File: src/pkg/flash_prot_pkg.sv
// Notes on behaviour
// - With locking allowing it, a status write whose bits 5..2 are all ones sets every sector protection bit.
// - With locking allowing it, a status write whose bits 5..2 are all zeros clears every sector protection bit.
// - A status write whose bits 5..2 are mixed leaves every sector protection bit as it was.
// - With the write-protect pin low and the lock bit set, global requests are ignored and the lock stays set.
// - With the lock bit clear, the new lock bit is written data bit 7, whatever happens to the sectors.
// - Global changes coexist with per-sector commands, which touch only their own sector afterwards.
// - With the write-protect pin high and the lock bit set, no global change occurs but a 0 in bit 7 clears the lock.
// - Written bits 5..2 are only decoded, never stored; only bit 7, the lock bit, is kept.
// - The write-status command runs only if the write enable latch was set before; otherwise it is dropped.
package flash_prot_pkg;

    // ------------------------------------------------------------
    // Sizes
    // ------------------------------------------------------------
    localparam int SECTOR_COUNT = 32;
    localparam int SECTOR_IDX_W = 5;
    localparam int APB_ADDR_W   = 8;

    // ------------------------------------------------------------
    // Register map
    // ------------------------------------------------------------
    localparam logic [7:0] ADDR_STATUS = 8'h00;
    localparam logic [7:0] ADDR_PROT   = 8'h04;
    localparam logic [7:0] ADDR_CTRL   = 8'h08;

    // ------------------------------------------------------------
    // Written status byte fields
    // ------------------------------------------------------------
    localparam int         LOCK_POS   = 7;
    localparam int         GP_HI      = 5;
    localparam int         GP_LO      = 2;
    localparam logic [3:0] GP_ALL_SET = 4'hf;
    localparam logic [3:0] GP_ALL_CLR = 4'h0;

    // ------------------------------------------------------------
    // Status and control register fields
    // ------------------------------------------------------------
    localparam int ST_WREN_POS = 1;
    localparam int ST_WP_POS   = 4;
    localparam int ST_LOCK_POS = 7;
    localparam int ST_OUT_LO   = 8;
    localparam int ST_OUT_HI   = 10;
    localparam int CTRL_EN_POS = 0;

    // ------------------------------------------------------------
    // Reset values
    // ------------------------------------------------------------
    localparam logic [31:0] PROT_RESET    = 32'hffffffff;
    localparam logic        LOCK_RESET    = 1'b0;
    localparam logic        WREN_RESET    = 1'b0;
    localparam logic        CTRL_EN_RESET = 1'b1;

    typedef enum logic [2:0] {
        OUT_NONE,
        OUT_GLOBAL_PROTECT,
        OUT_GLOBAL_UNPROTECT,
        OUT_NO_CHANGE,
        OUT_LOCKED,
        OUT_DISCARDED
    } outcome_t;

    function automatic logic [3:0] gpField(input logic [7:0] d);
        return d[GP_HI:GP_LO];
    endfunction

endpackage

File: src/rtl/global_sector_protect_decode.sv
// ------------------------------------------------------------
// Sector protection state with global protect and unprotect
// ------------------------------------------------------------
module global_sector_protect_decode (
    input  wire logic                                  clk,
    input  wire logic                                  sys_rst,
    // Command front end, one pulse per command at chip select end.
    input  wire logic                                  wsrDone,
    input  wire logic                                  wsrByteOk,
    input  wire logic [7:0]                            wsrData,
    input  wire logic                                  wrenDone,
    input  wire logic                                  wrdiDone,
    input  wire logic                                  sectorProtDone,
    input  wire logic                                  sectorUnprotDone,
    input  wire logic [flash_prot_pkg::SECTOR_IDX_W-1:0] sectorIdx,
    input  wire logic                                  wpN,
    output logic [flash_prot_pkg::SECTOR_COUNT-1:0]    protBits,
    output logic                                       protectionLockBit,
    output logic                                       writeEnableLatch,
    // APB slave.
    input  wire logic                                  psel,
    input  wire logic                                  penable,
    input  wire logic                                  pwrite,
    input  wire logic [flash_prot_pkg::APB_ADDR_W-1:0] paddr,
    input  wire logic [31:0]                           pwdata,
    output logic [31:0]                                prdata,
    output logic                                       pready,
    output logic                                       pslverr
);

    // ------------------------------------------------------------
    // State
    // ------------------------------------------------------------
    typedef struct packed {
        logic [31:0]              prot;
        logic                     lock;
        logic                     wrEn;
        logic                     cmdEn;
        flash_prot_pkg::outcome_t outcome;
        logic [31:0]              rdata;
        logic                     rdErr;
    } state_t;

    state_t stateQ;
    state_t stateD;

    logic [31:0]              decProt;
    logic                     decLock;
    flash_prot_pkg::outcome_t decOutcome;
    logic                     wsrGo;
    logic                     wsrDrop;
    logic                     secGo;
    logic                     secSeen;
    logic                     apbSetup;
    logic                     apbAccess;
    logic [31:0]              statusWord;

    wsr_decode decoder (
        .data     (wsrData),
        .lockCur  (stateQ.lock),
        .wpN      (wpN),
        .protCur  (stateQ.prot),
        .protNext (decProt),
        .lockNext (decLock),
        .outcome  (decOutcome)
    );

    // ------------------------------------------------------------
    // Command acceptance
    // ------------------------------------------------------------
    // A status write counts only when a whole byte arrived before chip
    // select ended and the write enable latch was already set.
    assign wsrGo   = wsrDone && wsrByteOk && stateQ.wrEn && stateQ.cmdEn;
    assign wsrDrop = wsrDone && !wsrGo;
    // The status write has priority; a sector command in the same cycle is lost.
    assign secSeen = !wsrDone && (sectorProtDone || sectorUnprotDone) && stateQ.cmdEn;
    assign secGo   = secSeen && stateQ.wrEn && !stateQ.lock;

    assign apbSetup  = psel && !penable;
    assign apbAccess = psel && penable;

    always_comb begin
        statusWord                                                 = '0;
        statusWord[flash_prot_pkg::ST_LOCK_POS]                    = stateQ.lock;
        statusWord[flash_prot_pkg::ST_WP_POS]                      = wpN;
        statusWord[flash_prot_pkg::ST_WREN_POS]                    = stateQ.wrEn;
        statusWord[flash_prot_pkg::ST_OUT_HI:flash_prot_pkg::ST_OUT_LO] = stateQ.outcome;
    end

    // ------------------------------------------------------------
    // Next state
    // ------------------------------------------------------------
    always_comb begin
        stateD = stateQ;

        if (wsrGo) begin
            // Sectors and lock bit change in the same cycle.
            stateD.prot    = decProt;
            stateD.lock    = decLock;
            stateD.wrEn    = 1'b0;
            stateD.outcome = decOutcome;
        end else if (wsrDrop) begin
            stateD.outcome = flash_prot_pkg::OUT_DISCARDED;
        end else if (secSeen) begin
            stateD.wrEn = 1'b0;
            if (secGo) begin
                // Only the addressed sector moves.
                stateD.prot[sectorIdx] = sectorProtDone;
            end
        end else if (wrenDone && stateQ.cmdEn) begin
            stateD.wrEn = 1'b1;
        end else if (wrdiDone && stateQ.cmdEn) begin
            stateD.wrEn = 1'b0;
        end

        // APB read data and error are captured in the setup cycle.
        if (apbSetup) begin
            stateD.rdErr = 1'b0;
            stateD.rdata = '0;
            if (paddr == flash_prot_pkg::ADDR_STATUS) begin
                stateD.rdata = statusWord;
            end else if (paddr == flash_prot_pkg::ADDR_PROT) begin
                stateD.rdata = stateQ.prot;
            end else if (paddr == flash_prot_pkg::ADDR_CTRL) begin
                stateD.rdata[flash_prot_pkg::CTRL_EN_POS] = stateQ.cmdEn;
            end else begin
                stateD.rdErr = 1'b1;
            end
        end

        if (apbAccess && pwrite && (paddr == flash_prot_pkg::ADDR_CTRL)) begin
            stateD.cmdEn = pwdata[flash_prot_pkg::CTRL_EN_POS];
        end
    end

    always_ff @(posedge clk) begin
        if (sys_rst) begin
            stateQ.prot    <= flash_prot_pkg::PROT_RESET;
            stateQ.lock    <= flash_prot_pkg::LOCK_RESET;
            stateQ.wrEn    <= flash_prot_pkg::WREN_RESET;
            stateQ.cmdEn   <= flash_prot_pkg::CTRL_EN_RESET;
            stateQ.outcome <= flash_prot_pkg::OUT_NONE;
            stateQ.rdata   <= '0;
            stateQ.rdErr   <= 1'b0;
        end else begin
            stateQ <= stateD;
        end
    end

    // ------------------------------------------------------------
    // Outputs
    // ------------------------------------------------------------
    assign protBits          = stateQ.prot;
    assign protectionLockBit = stateQ.lock;
    assign writeEnableLatch  = stateQ.wrEn;
    assign prdata            = stateQ.rdata;
    assign pready            = 1'b1;
    assign pslverr           = apbAccess && stateQ.rdErr;
endmodule

File: src/rtl/wsr_decode.sv
// ------------------------------------------------------------
// Decode of one written status byte
// ------------------------------------------------------------
module wsr_decode (
    input  wire logic [7:0]               data,
    input  wire logic                     lockCur,
    input  wire logic                     wpN,
    input  wire logic [31:0]              protCur,
    output logic [31:0]                   protNext,
    output logic                          lockNext,
    output flash_prot_pkg::outcome_t      outcome
);

    logic [3:0] gp;

    always_comb begin
        gp       = flash_prot_pkg::gpField(data);
        protNext = protCur;
        lockNext = lockCur;
        outcome  = flash_prot_pkg::OUT_NO_CHANGE;
        if (lockCur && !wpN) begin
            // Hard lock: sectors and lock bit both frozen.
            outcome = flash_prot_pkg::OUT_LOCKED;
        end else if (lockCur) begin
            // Soft lock: only the lock bit may move.
            lockNext = data[flash_prot_pkg::LOCK_POS];
            outcome  = flash_prot_pkg::OUT_LOCKED;
        end else begin
            lockNext = data[flash_prot_pkg::LOCK_POS];
            if (gp == flash_prot_pkg::GP_ALL_SET) begin
                protNext = flash_prot_pkg::PROT_RESET;
                outcome  = flash_prot_pkg::OUT_GLOBAL_PROTECT;
            end else if (gp == flash_prot_pkg::GP_ALL_CLR) begin
                protNext = '0;
                outcome  = flash_prot_pkg::OUT_GLOBAL_UNPROTECT;
            end else begin
                outcome  = flash_prot_pkg::OUT_NO_CHANGE;
            end
        end
    end

endmodule

File: config.mk
export PLATFORM = sky130hd
export DESIGN_NAME = global_sector_protect_decode
export DESIGN_NICKNAME = d
export VERILOG_FILES = /design/src/pkg/flash_prot_pkg.sv /design/src/rtl/global_sector_protect_decode.sv /design/src/rtl/wsr_decode.sv
export SDC_FILE = /design/constraint.sdc
export NUM_CORES = 1
export LEC_CHECK = 0
export ABC_AREA = 0
export BUFFER_PORTS_ARGS = -buffer_cell sky130_fd_sc_hd__buf_2
export CORE_AREA = 2 2 86 88
export CTS_CLUSTER_SIZE = 14
export DETAILED_ROUTE_END_ITERATION = 8
export DIE_AREA = 0 0 88 90
export HOLD_SLACK_MARGIN = 0.05
export PLACE_DENSITY_LB_ADDON = 0.12
export SLEW_MARGIN = 40
export SYNTH_ARGS = -nofsm -noshare
export SYNTH_HDL_FRONTEND = slang
export SYNTH_SLANG_ARGS = --single-unit
File: constraint.sdc
create_clock -name clk -period 3.1 [get_ports clk]
set_input_delay 0.62 -clock clk [delete_from_list [all_inputs] [get_ports clk]]
set_output_delay 0.62 -clock clk [all_outputs]
set_load 0.01 [all_outputs]
==> flow_summary.yaml <==
synthesis:
  seq_area_frac_synth: 0.3965
  ys_ff_latch: 71
  syn_area_per_cell_um2: 8.743
  synth-simple-area-share: 0.1822
  synth_nets: 475
  synth_xor_area_frac: 0
  async_flop_share: 0
  yosysWarnings: 0
  syn-cell-area_um2: 3585
  synth_cell_types: 43
  synth_adder_area_share: 0
  netlist_instances: 410
  synth_top_family_by_area: "compound AO/OA/AOI/OAI gates"
  synth_compound_area_frac: 0.2349
  synthMuxAreaShare: 0.005585
  synth-main-ff-cell: "dfxtp_1"
  synth_edf_count: 0
placed_design:
  place_congestion: 0.7929
  post-place-ws_ns: 0.7407
  dp_cells: 523
  portBuffers: 97
  dp_hpwl_um: 6001
sta:
  timing.final.ws_setup_ns: 1.085
  setup_viol: 0
  setup_tns_ns: 0
  relSlewSlack: 0.5353
  tightest_slew_ns: 0.6971
  hold-worst-slack_ns: 0.4672
  rsz0062_at_grt: "false"
  min_period_over_period: 0.6502
  max_freq_mhz: 496.2
  fin_worst_skew_ns: 0.006210
  min_period_ns: 2.016
  drv_slew: 0
  hold_viol_final: 0
drt:
  drtPass1Iterations: 4
  viasPerCell: 5.690
  wl_per_cell_um: 15.89
  ant_nets: 0
  drc: 0
  num_vias: 3067
  routed_wl_um: 8563
  drt_iter0_markers: 285
cells_and_area:
  synthToLayoutAreaGrowth_pct: 7.225
  final_cells: 539
  final_layout_size_suffix_gt1_frac: 0.3023
  seqCellArea_um2: 1421
  antenna-diode-count: 0
  fillers: 667
  nets: 500
  multiInputGateArea_um2: 1519
cts:
  cts.sinks: 71
  cts.clk_slew.worst_paths_ns: 0.07
  clockBufferDepth: 2
  htree_levels: 3
  post_cts_buffers: 0
  root_buffer: "clkbuf_8"
  hold_buffers: 0
  cts_tree: "done"
  worst_skew_pair.late_latency_ns: 0.35
  cts_resized: 0
  cts_buffers: 9
global_routing:
  grt_max_degree: 27
  use_met1: 0.3128
  track_usage: 0.2223
  met3_usage: 0.03306
  grt_pass1_wl_um: 14140
  grt.busiest_layer: "met2"
  met2_usage: 0.3403
  grt_pass1_vias: 2846
  antenna_found_initial: 0
  grt.overflow.total: 0
status:
  status: "finished, final reports clean"
floorplanning:
  die_h_um: 90
  die_area_um2: 7920
  core_area_um2: 7020
  die_w_um: 88
  pin_count: 133
  rows: 31
  initial_utilization: 0.5106
power:
  p_per_area_nw_per_um2: 462.0
  peakVddDrop_mv: 0.4210
  p_leak_uw: 0.001527
  finalPower_uw: 1776
run:
  drv_cap: 0
worst_setup_path:
  crit_chain: "buf_2, nor4_1, o211a_1, buf_4, a21oi_1, o32a_1"
  cp.depth: 6
  slowest_stage: "nor4_1"
  path_max_fanout: 15
  crit_path_end_kind: "flop"
  critPathTopFamily: "compound AO/OA/AOI/OAI gates"
  rr_worst_depth: 4
  crit_required_ns: 3.33
  crit_buf_inv: 2
  max_stage_delay_ns: 0.53
  arrival_ns: 2.25
  worstSetupStartpointType: "primary input"
  path_class: "primary input to flop"
hold_path:
  whs_path_depth: 2
  hold_class: "flop to flop"
[worst reg2reg max path: stages, from the launching register on]
cell and delay [ns]:
dfxtp_1 0.45, nand4bb_1 0.33, or3_1 0.67, nor4b_1 0.23
a311oi_1 0.21
[layer usage]
layer | vias to the layer above | part of all wire
met5 | - | 0
met4 | 0 | 0.019
met3 | 18 | 0.062
met2 | 107 | 0.47
met1 | 1455 | 0.45
li1 | 1487 | -
[final cells by class]
type | count | area share
clock buffer | 10 | 0.03320
sequential | 71 | 0.3698
timing repair buffer | 108 | 0.1478
inverter | 6 | 0.005859
tap | 99 | 0.03223
clock inverter | 6 | 0.01595
multi-input combinational | 239 | 0.3952
[power by group]
group	total [uW]	internal, uW	switching (uW)
logic	130	46.2	83.9
clock network	716	369	347
registers	930	921	8.57
total	1780	1340	440
[worst paths after layout]
check	startpoint	endpoint	slack, ns
hold reg to reg	prdata[0]	prdata[0]	0.47
hold / removal	prdata[0]	prdata[0]	0.47
setup / recovery	wsrData[3]	protBits[7]	1.08
setup reg to reg	writeEnableLatch	protBits[12]	1.11
[cells in the final DEF, fill, tap and decap left out, drive strengths merged, types with 2 or more instances in the layout]
cell	count
a21oi	38
dfxtp	71
nand2b	3
nand3b	3
nor2	62
nor3b	2
and3b	2
nor3	6
or2	3
nand4	3
nor4b	3
mux2i	2
a221oi	8
inv	6
nand2	8
o21a	2
clkinv	4
and3	3
or3b	3
clkbuf	10
nor2b	3
o32a	21
a222oi	6
buf	108
and4	3
a211oi	2
or3	4
a22oi	27
o211a	2
o21ai	5
nor4	6
[kinds of logic after synthesis]
logic type | Yosys count
DFF | 71
and+or+nand+nor | 121
buffers and inverters | 100
AOI/OAI and AO/OA | 115
muxes | 2
other | 1
[metrics by stage]
step	instance area (um2)	util
finish	3844	0.5475
floorplan	3585	-
global route	3844	0.5475
CTS	3844	0.5475
global placement	3655	0.5206
detailed placement	3655	0.5206
[state kept, by name, indices dropped and copies added, names as in the netlist]
| register | cells |
|---|---|
| prdata | 32 |
| protBits | 32 |
| stateQ | 5 |
| protectionLockBit | 1 |
| writeEnableLatch | 1 |
[Yosys cell counts, types with 3 or more instances]
cell type	count	area (um2)
buf_4	68	510.5
a21oi_1	38	190.2
nor3_1	6	30.03
and4_1	3	26.28
dfxtp_1	71	1421
inv_1	6	22.52
nand3b_1	3	22.52
nor2_1	62	232.7
nor2b_1	3	18.77
or3_1	4	25.02
nor4b_1	3	26.28
nor4_1	3	18.77
nand2b_1	3	18.77
o32a_1	21	210.2
o21ai_0	5	25.02
a221oi_1	8	70.07
buf_2	11	55.05
nand2_1	8	30.03
nand4_1	3	18.77
a222oi_1	6	60.06
or3b_2	3	26.28
clkbuf_1	13	48.80
and3_1	3	18.77
or2_2	3	18.77
a22oi_1	27	202.7
(Power assumes the default switching activity.)
